<file path="src/ofd_top_fix_note_unused.sv">
`timescale 1ns/10ps

</file>
<file path="src/ofd_pkg.sv">
// Constants, types and register map of the operand field decoder.
// Assumes a single clock domain with a synchronous active-low reset.
// Overview of operation
// - Access bit zero addresses the access region; one uses the bank select register.
// - Three-bit bit number selects exactly one of bits zero to seven.
// - Destination bit zero writes the working register, one the file register.
// - File field is an 8-bit address or a 2-bit pointer designator.
// - Register move carries 12-bit source and 12-bit destination addresses.
// - Literal is extracted as 4, 8, 12 or 20 bits by format.
// - Table mode: unchanged, post-increment, post-decrement or pre-increment pointer.
// - Fast select one saves or restores shadow registers; zero leaves them.
// - Table access uses a 21-bit program pointer and an 8-bit latch.
// - Branch operand is signed displacement if relative, else absolute target.
// - Don't-care encoding bits never influence the decoded result.
// - Indexed offsets are 7-bit values added to a pointer.
// - Five arithmetic status flags are kept and may be updated.
// - Second words start with four ones and run alone as no-operation.
package ofd_pkg;
	localparam int ADDR_W = 8;
	localparam logic [7:0] OFF_INSTR = 8'h00;
	localparam logic [7:0] OFF_BANK = 8'h04;
	localparam logic [7:0] OFF_STATUS = 8'h08;
	localparam logic [7:0] OFF_RAMADDR = 8'h0c;
	localparam logic [7:0] OFF_LITERAL = 8'h10;
	localparam logic [7:0] OFF_BRANCH = 8'h14;
	localparam logic [7:0] OFF_MOVE = 8'h18;
	localparam logic [7:0] OFF_MISC = 8'h1c;
	localparam logic [7:0] OFF_FLAGS = 8'h20;
	localparam logic [7:0] OFF_PROGRAM_TABLE_POINTER = 8'h24;
	localparam logic [7:0] OFF_TBLLAT = 8'h28;
	localparam logic [7:0] OFF_IPTR = 8'h2c;
	localparam logic [3:0] RST_BANK = 4'h0;
	localparam logic [4:0] RST_FLAGS = 5'h00;
	localparam logic [20:0] RST_PROGRAM_TABLE_POINTER = 21'h000000;
	localparam logic [7:0] RST_TBLLAT = 8'h00;
	localparam logic [11:0] RST_IPTR = 12'h000;
	localparam logic [7:0] ACCESS_SPLIT = 8'h80;
	localparam logic [3:0] ACCESS_HIGH_BANK = 4'hf;
	localparam logic [3:0] SECOND_WORD_TAG = 4'hf;
	localparam logic [1:0] RESP_OKAY = 2'b00;
	localparam logic [1:0] RESP_SLVERR = 2'b10;
	typedef enum logic [1:0] {TBL_KEEP = 2'b00, TBL_POSTINC = 2'b01, TBL_POSTDEC = 2'b10,
		TBL_PREINC = 2'b11} ofd_tbl_mode_t;
	typedef enum logic [3:0] {FMT_NOP = 4'h0, FMT_BYTE = 4'h1, FMT_BIT = 4'h2, FMT_LIT8 = 4'h3,
		FMT_MOVE = 4'h4, FMT_LFSR = 4'h5, FMT_BRA_REL = 4'h6, FMT_BRA_ABS = 4'h7,
		FMT_TABLE = 4'h8, FMT_RETURN = 4'h9, FMT_INDEXED = 4'ha, FMT_BANKSEL = 4'hb}
		ofd_fmt_t;
	typedef enum logic [1:0] {ST_FIRST = 2'b01, ST_SECOND = 2'b10} ofd_state_t;
endpackage

</file>
<file path="src/ofd_field_if.sv">
// Decoded operand fields of one instruction word, from extractor to top.
// Assumes the extractor is purely combinational.
`timescale 1ns/10ps
`default_nettype none
interface ofd_field_if;
	import ofd_pkg::*;
	ofd_fmt_t fmt;
	logic two_word;
	logic access_bit;
	logic dest_bit;
	logic [2:0] bit_num;
	logic [7:0] file_addr;
	logic [1:0] ptr_sel;
	logic [20:0] rel_disp;
	logic fast_sel;
	ofd_tbl_mode_t tbl_mode;
	logic tbl_write;
	logic [6:0] idx_src;
	logic idx_pair;
	modport extract (output fmt, two_word, access_bit, dest_bit, bit_num, file_addr, ptr_sel,
		rel_disp, fast_sel, tbl_mode, tbl_write, idx_src, idx_pair);
	modport user (input fmt, two_word, access_bit, dest_bit, bit_num, file_addr, ptr_sel,
		rel_disp, fast_sel, tbl_mode, tbl_write, idx_src, idx_pair);
endinterface
`default_nettype wire

</file>
<file path="src/ofd_field_extract.sv">
// Combinational split of a first instruction word into its operand fields.
// Assumes the word is stable while the top samples the interface.
`timescale 1ns/10ps
`default_nettype none
module ofd_field_extract (
	// Instruction word
	input wire logic [15:0] word,
	// Decoded fields
	ofd_field_if.extract fld
);
	import ofd_pkg::*;
	always_comb
	begin
		fld.fmt = FMT_NOP;
		fld.two_word = 1'b0;
		fld.access_bit = word[8];
		fld.dest_bit = word[9];
		fld.bit_num = word[11:9];
		fld.file_addr = word[7:0];
		fld.ptr_sel = word[5:4];
		fld.rel_disp = {{13{word[7]}}, word[7:0]};
		fld.fast_sel = word[0];
		fld.tbl_mode = ofd_tbl_mode_t'(word[1:0]);
		fld.tbl_write = word[2];
		fld.idx_src = word[6:0];
		fld.idx_pair = word[7];
		casez (word[15:8])
			8'b0000_0000:
			begin
				if (word[7:3] == 5'b0000_1)
					fld.fmt = FMT_TABLE;
				else if (word[7:1] == 7'b0001_001 || word[7:1] == 7'b0001_000)
					fld.fmt = FMT_RETURN;
			end
			8'b0000_0001: fld.fmt = FMT_BANKSEL;
			8'b0000_001?, 8'b0000_01??, 8'b0001_????, 8'b0010_????, 8'b0011_????,
			8'b0100_????, 8'b0101_????, 8'b0110_????: fld.fmt = FMT_BYTE;
			8'b0000_1???: fld.fmt = FMT_LIT8;
			8'b0111_????, 8'b100?_????, 8'b1010_????, 8'b1011_????: fld.fmt = FMT_BIT;
			8'b1100_????:
			begin
				fld.fmt = FMT_MOVE;
				fld.two_word = 1'b1;
			end
			8'b1101_????:
			begin
				fld.fmt = FMT_BRA_REL;
				fld.rel_disp = {{10{word[10]}}, word[10:0]};
			end
			8'b1110_0???: fld.fmt = FMT_BRA_REL;
			8'b1110_110?, 8'b1110_1111:
			begin
				fld.fmt = FMT_BRA_ABS;
				fld.two_word = 1'b1;
			end
			8'b1110_1110:
			begin
				fld.fmt = (word[7:6] == 2'b00) ? FMT_LFSR : FMT_NOP;
				fld.two_word = (word[7:6] == 2'b00);
			end
			8'b1110_1011:
			begin
				fld.fmt = FMT_INDEXED;
				fld.two_word = 1'b1;
			end
			default: fld.fmt = FMT_NOP;
		endcase
	end
endmodule
`default_nettype wire

</file>
<file path="src/ofd_status_flags.sv">
// Five arithmetic status flags, written by software and updated by the datapath.
// Assumes update inputs come from logic on the same clock.
`timescale 1ns/10ps
`default_nettype none
module ofd_status_flags (
	// Clock and reset
	input wire logic aclk,
	input wire logic aresetn,
	// Software write
	input wire logic sw_we,
	input wire logic [4:0] sw_data,
	// Datapath update: carry, digit carry, zero, overflow, negative
	input wire logic [4:0] hw_mask,
	input wire logic [4:0] hw_value,
	// Flag state
	output logic [4:0] flags
);
	import ofd_pkg::*;
	logic [4:0] flags_q;
	logic [4:0] flags_d;
	always_comb
	begin
		flags_d = sw_we ? sw_data : flags_q;
		// A datapath update in the same cycle as a software write wins per bit
		flags_d = (flags_d & ~hw_mask) | (hw_value & hw_mask);
	end
	always_ff @(posedge aclk)
	begin
		if (!aresetn)
			flags_q <= RST_FLAGS;
		else
			flags_q <= flags_d;
	end
	assign flags = flags_q;
endmodule
`default_nettype wire

</file>
<file path="src/ofd_top.sv">
// Operand field decoder: instruction words in over AXI4-Lite, decoded fields out.
// Assumes a single master with one write and one read outstanding at most.
//
// The address map and the AXI4-Lite slave port are this design's own decisions.
`timescale 1ns/10ps
`default_nettype none
module ofd_top (
	// Clock and reset
	input wire logic aclk,
	input wire logic aresetn,
	// AXI4-Lite write address
	input wire logic [31:0] s_axi_awaddr,
	input wire logic s_axi_awvalid,
	output logic s_axi_awready,
	// AXI4-Lite write data
	input wire logic [31:0] s_axi_wdata,
	input wire logic [3:0] s_axi_wstrb,
	input wire logic s_axi_wvalid,
	output logic s_axi_wready,
	// AXI4-Lite write response
	output logic [1:0] s_axi_bresp,
	output logic s_axi_bvalid,
	input wire logic s_axi_bready,
	// AXI4-Lite read address
	input wire logic [31:0] s_axi_araddr,
	input wire logic s_axi_arvalid,
	output logic s_axi_arready,
	// AXI4-Lite read data
	output logic [31:0] s_axi_rdata,
	output logic [1:0] s_axi_rresp,
	output logic s_axi_rvalid,
	input wire logic s_axi_rready,
	// Decoded operands to the datapath
	output logic decode_valid,
	output ofd_pkg::ofd_fmt_t decode_format,
	output logic [11:0] ram_address,
	output logic [7:0] bit_mask,
	output logic result_to_file,
	output logic [19:0] literal_value,
	output logic [20:0] branch_value,
	output logic branch_relative,
	// Shadow register control
	output logic shadow_save,
	output logic shadow_restore,
	// Program table access
	output logic table_request,
	output logic table_write,
	output logic [20:0] table_address,
	output logic [7:0] table_write_data,
	input wire logic [7:0] table_read_data,
	// Arithmetic status flags
	input wire logic [4:0] alu_flag_mask,
	input wire logic [4:0] alu_flag_value,
	output logic [4:0] status_flags
);
	import ofd_pkg::*;
	ofd_field_if fld ();
	ofd_state_t state_q;
	logic [31:0] awaddr_q;
	logic [31:0] wdata_q;
	logic [3:0] wstrb_q;
	logic aw_have_q;
	logic w_have_q;
	logic bvalid_q;
	logic [1:0] bresp_q;
	logic rvalid_q;
	logic [31:0] rdata_q;
	logic [1:0] rresp_q;
	logic wr_fire;
	logic [7:0] wr_off;
	logic wr_mapped;
	logic wr_mapped_ok;
	logic [15:0] word;
	logic [15:0] last_word_q;
	logic [15:0] first_q;
	ofd_fmt_t pend_fmt_q;
	logic [3:0] bank_q;
	logic [20:0] program_table_pointer_q;
	logic [7:0] tbllat_q;
	logic [11:0] iptr_q;
	logic instr_we;
	logic take_second;
	logic commit_one;
	ofd_fmt_t fmt_q;
	logic valid_q;
	logic [11:0] ram_addr_q;
	logic [7:0] bitmask_q;
	logic [7:0] bitmask_d;
	logic dest_q;
	logic access_q;
	logic [19:0] literal_q;
	logic [20:0] branch_q;
	logic rel_q;
	logic fast_q;
	logic save_q;
	logic restore_q;
	ofd_tbl_mode_t tbl_mode_q;
	logic [1:0] ptr_sel_q;
	logic [11:0] mv_src_q;
	logic [11:0] mv_dst_q;
	logic [6:0] idx_src_q;
	logic [6:0] idx_dst_q;
	logic treq_q;
	logic twr_q;
	logic [20:0] taddr_q;
	logic tread_pend_q;
	logic [11:0] file_addr_d;
	logic [20:0] program_table_pointer_next;
	logic [31:0] wr_merged;

	function automatic logic [31:0] merge(input logic [31:0] old, input logic [31:0] nw,
		input logic [3:0] strb);
		logic [31:0] res;
		res = old;
		for (int i = 0; i < 4; i++)
			if (strb[i])
				res[8*i +: 8] = nw[8*i +: 8];
		return res;
	endfunction

	ofd_field_extract u_extract (
		.word(word),
		.fld(fld)
	);

	ofd_status_flags u_flags (
		.aclk(aclk),
		.aresetn(aresetn),
		.sw_we(wr_fire && wr_mapped_ok && wr_off == OFF_FLAGS),
		.sw_data(wr_merged[4:0]),
		.hw_mask(alu_flag_mask),
		.hw_value(alu_flag_value),
		.flags(status_flags)
	);

	// Write channel: address and data are taken in either order, then applied
	assign s_axi_awready = !aw_have_q;
	assign s_axi_wready = !w_have_q;
	assign wr_fire = aw_have_q && w_have_q && !bvalid_q;
	assign wr_off = awaddr_q[ADDR_W-1:0];
	always_ff @(posedge aclk)
	begin
		if (!aresetn)
		begin
			aw_have_q <= 1'b0;
			w_have_q <= 1'b0;
			awaddr_q <= 32'h00000000;
			wdata_q <= 32'h00000000;
			wstrb_q <= 4'h0;
		end
		else
		begin
			if (s_axi_awvalid && !aw_have_q)
			begin
				awaddr_q <= s_axi_awaddr;
				aw_have_q <= 1'b1;
			end
			else if (wr_fire)
				aw_have_q <= 1'b0;
			if (s_axi_wvalid && !w_have_q)
			begin
				wdata_q <= s_axi_wdata;
				wstrb_q <= s_axi_wstrb;
				w_have_q <= 1'b1;
			end
			else if (wr_fire)
				w_have_q <= 1'b0;
		end
	end

	always_comb
	begin
		unique case (wr_off)
			OFF_INSTR, OFF_BANK, OFF_FLAGS, OFF_PROGRAM_TABLE_POINTER, OFF_TBLLAT, OFF_IPTR: wr_mapped = 1'b1;
			default: wr_mapped = awaddr_q[31:ADDR_W] == '0 && 1'b0;
		endcase
	end
	assign wr_mapped_ok = wr_mapped && awaddr_q[31:ADDR_W] == '0;

	always_comb
	begin
		unique case (wr_off)
			OFF_INSTR: wr_merged = merge({16'h0000, last_word_q}, wdata_q, wstrb_q);
			OFF_BANK: wr_merged = merge({28'h0000000, bank_q}, wdata_q, wstrb_q);
			OFF_FLAGS: wr_merged = merge({27'h0000000, status_flags}, wdata_q, wstrb_q);
			OFF_PROGRAM_TABLE_POINTER: wr_merged = merge({11'h000, program_table_pointer_q}, wdata_q, wstrb_q);
			OFF_TBLLAT: wr_merged = merge({24'h000000, tbllat_q}, wdata_q, wstrb_q);
			OFF_IPTR: wr_merged = merge({20'h00000, iptr_q}, wdata_q, wstrb_q);
			default: wr_merged = 32'h00000000;
		endcase
	end

	always_ff @(posedge aclk)
	begin
		if (!aresetn)
		begin
			bvalid_q <= 1'b0;
			bresp_q <= RESP_OKAY;
		end
		else if (wr_fire)
		begin
			bvalid_q <= 1'b1;
			bresp_q <= wr_mapped_ok ? RESP_OKAY : RESP_SLVERR;
		end
		else if (s_axi_bready)
			bvalid_q <= 1'b0;
	end
	assign s_axi_bvalid = bvalid_q;
	assign s_axi_bresp = bresp_q;

	// Software-written configuration
	always_ff @(posedge aclk)
	begin
		if (!aresetn)
		begin
			bank_q <= RST_BANK;
			iptr_q <= RST_IPTR;
		end
		else if (wr_fire && wr_mapped_ok && wr_off == OFF_BANK)
			bank_q <= wr_merged[3:0];
		else if (wr_fire && wr_mapped_ok && wr_off == OFF_IPTR)
			iptr_q <= wr_merged[11:0];
	end

	// Instruction word intake and two-word pairing
	assign instr_we = wr_fire && wr_mapped_ok && wr_off == OFF_INSTR;
	assign word = wr_merged[15:0];
	assign take_second = state_q == ST_SECOND && word[15:12] == SECOND_WORD_TAG;
	assign commit_one = instr_we && !take_second && !fld.two_word;
	always_ff @(posedge aclk)
	begin
		if (!aresetn)
		begin
			state_q <= ST_FIRST;
			first_q <= 16'h0000;
			pend_fmt_q <= FMT_NOP;
			last_word_q <= 16'h0000;
		end
		else if (instr_we)
		begin
			last_word_q <= word;
			// A first word not followed by its tagged partner is dropped
			if (!take_second && fld.two_word)
			begin
				state_q <= ST_SECOND;
				first_q <= word;
				pend_fmt_q <= fld.fmt;
			end
			else
				state_q <= ST_FIRST;
		end
	end

	// Bank or access-region address of the file operand
	always_comb
	begin
		if (fld.access_bit)
			file_addr_d = {bank_q, fld.file_addr};
		else if (fld.file_addr < ACCESS_SPLIT)
			file_addr_d = {4'h0, fld.file_addr};
		else
			file_addr_d = {ACCESS_HIGH_BANK, fld.file_addr};
	end

	for (genvar i = 0; i < 8; i++)
	begin : g_mask
		assign bitmask_d[i] = fld.bit_num == 3'(i);
	end

	// Decoded result registers
	always_ff @(posedge aclk)
	begin
		if (!aresetn)
		begin
			valid_q <= 1'b0;
			fmt_q <= FMT_NOP;
			ram_addr_q <= 12'h000;
			bitmask_q <= 8'h00;
			dest_q <= 1'b0;
			access_q <= 1'b0;
			literal_q <= 20'h00000;
			branch_q <= 21'h000000;
			rel_q <= 1'b0;
			fast_q <= 1'b0;
			save_q <= 1'b0;
			restore_q <= 1'b0;
			tbl_mode_q <= TBL_KEEP;
			ptr_sel_q <= 2'b00;
			mv_src_q <= 12'h000;
			mv_dst_q <= 12'h000;
			idx_src_q <= 7'h00;
			idx_dst_q <= 7'h00;
		end
		else
		begin
			valid_q <= commit_one || (instr_we && take_second);
			save_q <= 1'b0;
			restore_q <= 1'b0;
			if (instr_we && take_second)
			begin
				fmt_q <= pend_fmt_q;
				unique case (pend_fmt_q)
					FMT_MOVE:
					begin
						mv_src_q <= first_q[11:0];
						mv_dst_q <= word[11:0];
						ram_addr_q <= first_q[11:0];
					end
					FMT_BRA_ABS:
					begin
						literal_q <= {word[11:0], first_q[7:0]};
						branch_q <= {1'b0, word[11:0], first_q[7:0]};
						rel_q <= 1'b0;
						fast_q <= first_q[9] ? 1'b0 : first_q[8];
						save_q <= !first_q[9] && first_q[8];
					end
					FMT_LFSR:
					begin
						ptr_sel_q <= first_q[5:4];
						literal_q <= {8'h00, first_q[3:0], word[7:0]};
					end
					FMT_INDEXED:
					begin
						idx_src_q <= first_q[6:0];
						ram_addr_q <= iptr_q + {5'h00, first_q[6:0]};
						if (first_q[7])
						begin
							idx_dst_q <= word[6:0];
							mv_dst_q <= iptr_q + {5'h00, word[6:0]};
						end
						else
							mv_dst_q <= word[11:0];
					end
					default: ;
				endcase
			end
			else if (commit_one)
			begin
				fmt_q <= fld.fmt;
				unique case (fld.fmt)
					FMT_BYTE:
					begin
						ram_addr_q <= file_addr_d;
						access_q <= fld.access_bit;
						dest_q <= fld.dest_bit;
					end
					FMT_BIT:
					begin
						ram_addr_q <= file_addr_d;
						access_q <= fld.access_bit;
						bitmask_q <= bitmask_d;
					end
					FMT_LIT8: literal_q <= {12'h000, word[7:0]};
					FMT_BANKSEL: literal_q <= {16'h0000, word[3:0]};
					FMT_BRA_REL:
					begin
						branch_q <= fld.rel_disp;
						rel_q <= 1'b1;
					end
					FMT_RETURN:
					begin
						fast_q <= fld.fast_sel;
						restore_q <= fld.fast_sel;
					end
					FMT_TABLE: tbl_mode_q <= fld.tbl_mode;
					default: ;
				endcase
			end
		end
	end

	// Table pointer stepping and latch exchange
	always_comb
	begin
		unique case (fld.tbl_mode)
			TBL_POSTINC, TBL_PREINC: program_table_pointer_next = program_table_pointer_q + 21'h000001;
			TBL_POSTDEC: program_table_pointer_next = program_table_pointer_q - 21'h000001;
			default: program_table_pointer_next = program_table_pointer_q;
		endcase
	end
	always_ff @(posedge aclk)
	begin
		if (!aresetn)
		begin
			program_table_pointer_q <= RST_PROGRAM_TABLE_POINTER;
			tbllat_q <= RST_TBLLAT;
			treq_q <= 1'b0;
			twr_q <= 1'b0;
			taddr_q <= 21'h000000;
			tread_pend_q <= 1'b0;
		end
		else
		begin
			treq_q <= 1'b0;
			tread_pend_q <= 1'b0;
			// Read data arrives one cycle after the request
			if (tread_pend_q)
				tbllat_q <= table_read_data;
			else if (wr_fire && wr_mapped_ok && wr_off == OFF_TBLLAT)
				tbllat_q <= wr_merged[7:0];
			if (commit_one && fld.fmt == FMT_TABLE)
			begin
				treq_q <= 1'b1;
				twr_q <= fld.tbl_write;
				tread_pend_q <= !fld.tbl_write;
				taddr_q <= (fld.tbl_mode == TBL_PREINC) ? program_table_pointer_next : program_table_pointer_q;
				program_table_pointer_q <= program_table_pointer_next;
			end
			else if (wr_fire && wr_mapped_ok && wr_off == OFF_PROGRAM_TABLE_POINTER)
				program_table_pointer_q <= wr_merged[20:0];
		end
	end

	// Read channel: answer one cycle after the address is taken
	assign s_axi_arready = !rvalid_q;
	always_ff @(posedge aclk)
	begin
		if (!aresetn)
		begin
			rvalid_q <= 1'b0;
			rdata_q <= 32'h00000000;
			rresp_q <= RESP_OKAY;
		end
		else if (s_axi_arvalid && !rvalid_q)
		begin
			rvalid_q <= 1'b1;
			rresp_q <= s_axi_araddr[31:ADDR_W] == '0 ? RESP_OKAY : RESP_SLVERR;
			unique case (s_axi_araddr[ADDR_W-1:0])
				OFF_INSTR: rdata_q <= {16'h0000, last_word_q};
				OFF_BANK: rdata_q <= {28'h0000000, bank_q};
				OFF_STATUS: rdata_q <= {24'h000000, access_q, dest_q, rel_q,
					state_q == ST_SECOND, fmt_q};
				OFF_RAMADDR: rdata_q <= {8'h00, bitmask_q, 4'h0, ram_addr_q};
				OFF_LITERAL: rdata_q <= {12'h000, literal_q};
				OFF_BRANCH: rdata_q <= {rel_q, 10'h000, branch_q};
				OFF_MOVE: rdata_q <= {4'h0, mv_dst_q, 4'h0, mv_src_q};
				OFF_MISC: rdata_q <= {1'b0, idx_dst_q, 1'b0, idx_src_q, 6'h00, ptr_sel_q,
					2'b00, tbl_mode_q, 3'b000, fast_q};
				OFF_FLAGS: rdata_q <= {27'h0000000, status_flags};
				OFF_PROGRAM_TABLE_POINTER: rdata_q <= {11'h000, program_table_pointer_q};
				OFF_TBLLAT: rdata_q <= {24'h000000, tbllat_q};
				OFF_IPTR: rdata_q <= {20'h00000, iptr_q};
				default:
				begin
					rdata_q <= 32'h00000000;
					rresp_q <= RESP_SLVERR;
				end
			endcase
		end
		else if (s_axi_rready)
			rvalid_q <= 1'b0;
	end
	assign s_axi_rvalid = rvalid_q;
	assign s_axi_rdata = rdata_q;
	assign s_axi_rresp = rresp_q;

	assign decode_valid = valid_q;
	assign decode_format = fmt_q;
	assign ram_address = ram_addr_q;
	assign bit_mask = bitmask_q;
	assign result_to_file = dest_q;
	assign literal_value = literal_q;
	assign branch_value = branch_q;
	assign branch_relative = rel_q;
	assign shadow_save = save_q;
	assign shadow_restore = restore_q;
	assign table_request = treq_q;
	assign table_write = twr_q;
	assign table_address = taddr_q;
	assign table_write_data = tbllat_q;
endmodule
`default_nettype wire

</file>
<file path="config.mk">
export PLATFORM = sky130hd
export DESIGN_NAME = ofd_top
export DESIGN_NICKNAME = d
export VERILOG_FILES = /design/src/ofd_top_fix_note_unused.sv /design/src/ofd_pkg.sv /design/src/ofd_field_if.sv /design/src/ofd_field_extract.sv /design/src/ofd_status_flags.sv /design/src/ofd_top.sv
export SDC_FILE = /design/constraint.sdc
export NUM_CORES = 1
export LEC_CHECK = 0
export BUFFER_PORTS_ARGS = -buffer_cell sky130_fd_sc_hd__buf_2
export CAP_MARGIN = 20
export CELL_PAD_IN_SITES_DETAIL_PLACEMENT = 0
export CELL_PAD_IN_SITES_GLOBAL_PLACEMENT = 2
export CORE_MARGIN = 1
export CORE_UTILIZATION = 36
export DETAILED_ROUTE_END_ITERATION = 8
export GPL_TIMING_DRIVEN = 0
export PLACE_DENSITY = 0.9
export SKIP_LAST_GASP = 1
export SYNTH_ARGS = -nofsm -noshare
export SYNTH_HDL_FRONTEND = slang
export SYNTH_SLANG_ARGS = --single-unit
</file>
<file path="constraint.sdc">
create_clock -name aclk -period 13.75 [get_ports aclk]
set_input_delay 0 -clock aclk [delete_from_list [all_inputs] [get_ports aclk]]
set_output_delay 0 -clock aclk [all_outputs]
set_load 0.01 [all_outputs]
</file>
==> metrics.md <==
| Metric | Value |
|---|---|
| Status | `finished, final reports clean` |
| Post-synth top area share | `37.4%` |
| Die W | `between 200 and 250 µm` |
| Site row count | `79` |
| Max-slew violations | `0` |
| Post-route setup TNS | `0 ns` |
| Drt pass-1 iters | `7` |
| Max-cap viol count | `0` |
| Area Growth Syn to Fin | `26.8%` |
| Synth Instances | `2,202` |
| Critical Path RT | `roughly 14 ns` |
| P_int | `1.75 mW` |
| Total placed instance area | `19,100 µm²` |
| Sw power | `0.618 mW` |
| Vias in the first global route | `17,600` |
| Worst Tran Pin Value | `1.30 ns` |
| CP Data Arrival Time | `8.00 ns` |
| Hold Startpoint | `table_read_data[6]` |
| Post-layout util | `46.2%` |
| N_diodes | `0` |
| Clock Skew | `~0.021 ns` |
| Mean Syn Cell Area | `7.69 µm²` |
| Yosys cell types | `95` |
| GRT overflow | `0` |
| Resize count post-CTS | `0` |
| Initial DRC count | `2,093` |
| Synth area leader | `dfxtp_1` |
| Final Hold Viols | `0` |
| Worst setup SP type | `register` |
| PwrDens | `110 nW/µm²` |
| Reg2reg setup slack | `6.18 ns` |
| Register area share after synthesis | `37.4%` |
| Area contributors post-synth | `dfxtp_1 37%, a21oi_1 9.0%, nand2_1 8.4%, nor2_1 5.6%, mux2i_1 3.7%` |
| DIE AREA | `47,900 µm²` |
| Placed Cells | `3,074` |
| Hold crit path type | `in2reg` |
| CP Class | `reg2reg` |
| Asr flop ratio synth | `0%` |
| Setup crit end kind | `register` |
| PortBufs | `between 200 and 300` |
| Post-DRT Antenna Nets | `0` |
| First-pass GRT wire length | `128 mm` |
| WHS Endpoint | `table_write_data[6]` |
| WHS | `0.191 ns` |
| WL final | `92.4 mm` |
| Seq cells post-synth | `~320` |
| Flop pwr share | `39.6%` |
| Switching Share | `between 20% and 30%` |
| Worst R2R End | `program_table_pointer_q[20]` |
| CP max stage delay | `0.86 ns` |
| Worst Setup SP | `awaddr_q[2]` |
| Final Wtd Congestion | `between 0.9 and 1` |
| CTS tree | `done` |
| Post-synth top flop | `dfxtp_1` |
| Initial antenna violation count | `1` |
| Core footprint | `between 40,000 and 50,000 µm²` |
| WHS Path Cells | `4` |
| Fin crit share | `55.0%` |
| Vias/cell | `approximately 6` |
| TritonCTS Buffers | `between 40 and 50` |
| Gate power share | `9.4%` |
| Worst setup margin | `6.18 ns` |
| RSZ-0062 raised after global routing | `no` |
| Reg2reg start | `awaddr_q[2]` |
| Most frequent cells after synthesis | `379 x nand2_1, 316 x dfxtp_1, 303 x a21oi_1` |
| Starting Density | `36.4%` |
| I/O pin total | `approximately 270` |
| Netlist Area Pre-Place | `16,900 µm²` |
| Maximum clock path buffer count | `3` |
| Cell family with most CP delay | `compound AO/OA/AOI/OAI gates` |
| Residual DRC | `0` |
| Final Non-Filler Cells | `3,237` |
| Dpl hpwl | `71.1 mm` |
| Share of cells above drive strength 1 | `15.9%` |
| Clk sinks | `316` |
| Root Driver | `clkbuf_16` |
| Crit-path cells | `clkbuf_2 -> buf_1 -> clkbuf_1 -> nor3b_1 -> a21oi_1 -> o21ai_0 -> a21o_1 -> a32o_1 -> clkbuf_1 -> inv_1 -> nand2b_1 -> inv_1 -> ha_1 -> nor2b_1 -> o31a_1 -> o211ai_1 -> a21oi_1 -> or3_1 -> a2111oi_0 -> nor3_1 -> a2111oi_0 -> or3b_1 -> a31oi_1` |
| Yosys warning count | `0` |
| Fin nets | `2,760` |
| Largest net degree at the start of global routing | `20` |
| Clk pwr share | `51.0%` |
| Total GRT Usage | `37.8%` |
| Final Setup Violations | `0` |
| Maximum VDD drop | `0.0753 mV` |
| Finished Cell Area | `21,500 µm²` |
| Die H | `219 µm` |
| Routed length per placed instance | `28.5 µm` |
| Fmax | `~0.13 GHz` |
| Worst-path clk slew | `0.06 ns` |
| Pleak | `8.26 nW` |
| H-tree depth | `2` |
| EDFF count, synth | `0` |
| Vias | `19,400` |
| Reg2reg path depth | `23` |
| Clk Latency, worst-skew pair | `0.59 ns` |
| Buffers and inverters on the worst path | `6` |
| Most frequent cell after synthesis | `nand2_1` |
| Relative slew margins | `12.3%` |
| Total power | `2.37 mW` |
| Tmin final | `7.57 ns` |
| CP max stage cell | `a2111oi_0` |
| Dpl ws | `6.35 ns` |
| Critical Path Fanout Max | `19` |
per-layer routing:
layer	vias up	track usage, %	wire (µm)
met4	0	18.9	5070
li1	8683	-	-
met2	1082	57.4	39400
met5	-	0	0
met3	216	5.81	8470
met1	9463	51.9	39400
final cells by class:
| cell class | instances | area (µm²) |
|---|---|---|
| Clock buffer | 58 | 1220 |
| Sequential cell | 316 | 6330 |
| Multi-Input combinational cell | 1686 | 9790 |
| Buffer | 166 | 697 |
| Timing Repair Buffer | 353 | 2270 |
| Fill cell | 4764 | 25000 |
| Clock inverter | 16 | 264 |
| Tap cell | 607 | 759 |
| Inverter | 35 | 131 |
cells by family after synthesis:
logic type | after synthesis | synth area share [%]
compound gates | 652 | 24.9
fa+ha+maj | 36 | 2.79
buf+inv | 201 | 4.89
xor+xnor | 35 | 1.85
simple gates | 882 | 23.2
mux | 79 | 4.92
flops | 316 | 37.4
other cells | 1 | 0.0222
worst register-to-register path, stage by stage (launching register included):
cell and delay (ns):
dfxtp_1 0.30, clkbuf_2 0.23, buf_1 0.47, clkbuf_1 0.48
nor3b_1 0.24, a21oi_1 0.06, o21ai_0 0.18, a21o_1 0.13
a32o_1 0.15, clkbuf_1 0.59, inv_1 0.17, nand2b_1 0.23
inv_1 0.38, ha_1 0.49, nor2b_1 0.17, o31a_1 0.28
o211ai_1 0.27, a21oi_1 0.17, or3_1 0.44, a2111oi_0 0.86
nor3_1 0.15, a2111oi_0 0.69, or3b_1 0.21, a31oi_1 0.07
worst max-delay path by stage:
stage                                  end  slack [ns]  cells past startpoint
4_1_cts        program_table_pointer_q[20]        6.34                     23
6_report       program_table_pointer_q[20]        6.18                     23
3_5_place_dp   program_table_pointer_q[20]        6.35                     23
5_1_grt        program_table_pointer_q[20]        5.78                     23
3_3_place_gp   program_table_pointer_q[20]        6.05                     23
2_1_floorplan  program_table_pointer_q[20]        8.35                     23
sequential cells by signal, indices dropped and copies added, names as in the netlist, 3 cells and up, named ones only:
| signal | flops |
|---|---|
| table_write_data | 8 |
| program_table_pointer_q | 21 |
| last_word_q | 16 |
| mv_src_q | 12 |
| branch_value | 21 |
| awaddr_q | 32 |
| idx_src_q | 7 |
| decode_format | 4 |
| idx_dst_q | 7 |
| s_axi_rdata | 32 |
| literal_value | 20 |
| ram_address | 12 |
| pend_fmt_q | 4 |
| wstrb_q | 3 |
| bit_mask | 8 |
| iptr_q | 12 |
| first_q | 12 |
| wdata_q | 21 |
| bank_q | 4 |
| mv_dst_q | 12 |
| table_address | 21 |
cell usage in the layout (no fill, tap or decap), types with 14 or more instances in the layout:
| cell type | count |
|---|---|
| mux2_2 | 14 |
| a21oi_1 | 303 |
| dfxtp_1 | 316 |
| clkbuf_16 | 43 |
| dlygate4sd3_1 | 86 |
| clkbuf_1 | 132 |
| nand2b_1 | 17 |
| ha_1 | 33 |
| nor2_1 | 252 |
| a22oi_1 | 58 |
| a21o_1 | 14 |
| nor4_1 | 25 |
| nor3_1 | 43 |
| o211ai_1 | 25 |
| nor2b_1 | 18 |
| a221oi_1 | 15 |
| o21ai_0 | 58 |
| mux2i_1 | 63 |
| a211oi_1 | 39 |
| or3_1 | 18 |
| nand2_1 | 379 |
| and2_1 | 17 |
| nand3_1 | 47 |
| buf_2 | 279 |
| inv_1 | 34 |
| xnor2_1 | 24 |
| a31oi_1 | 17 |
power groups by stage:
stage	combinational, mW	sequential (mW)	clock (mW)
final	0.222	0.938	1.21
after CTS	0.216	0.938	1.21
after global routing	0.234	0.939	1.25
after global placement	0.194	0.957	0
after detailed placement	0.197	0.958	0
after floorplan	0.108	0.955	0
timing repair:
| action | CTS | global route |
|---|---|---|
| buffers inserted | 0 | 0 |
| hold endpoints to repair | 75 | 0 |
| hold buffers | 86 | 0 |
No activity file was read; power rests on OpenSTA's default activity.
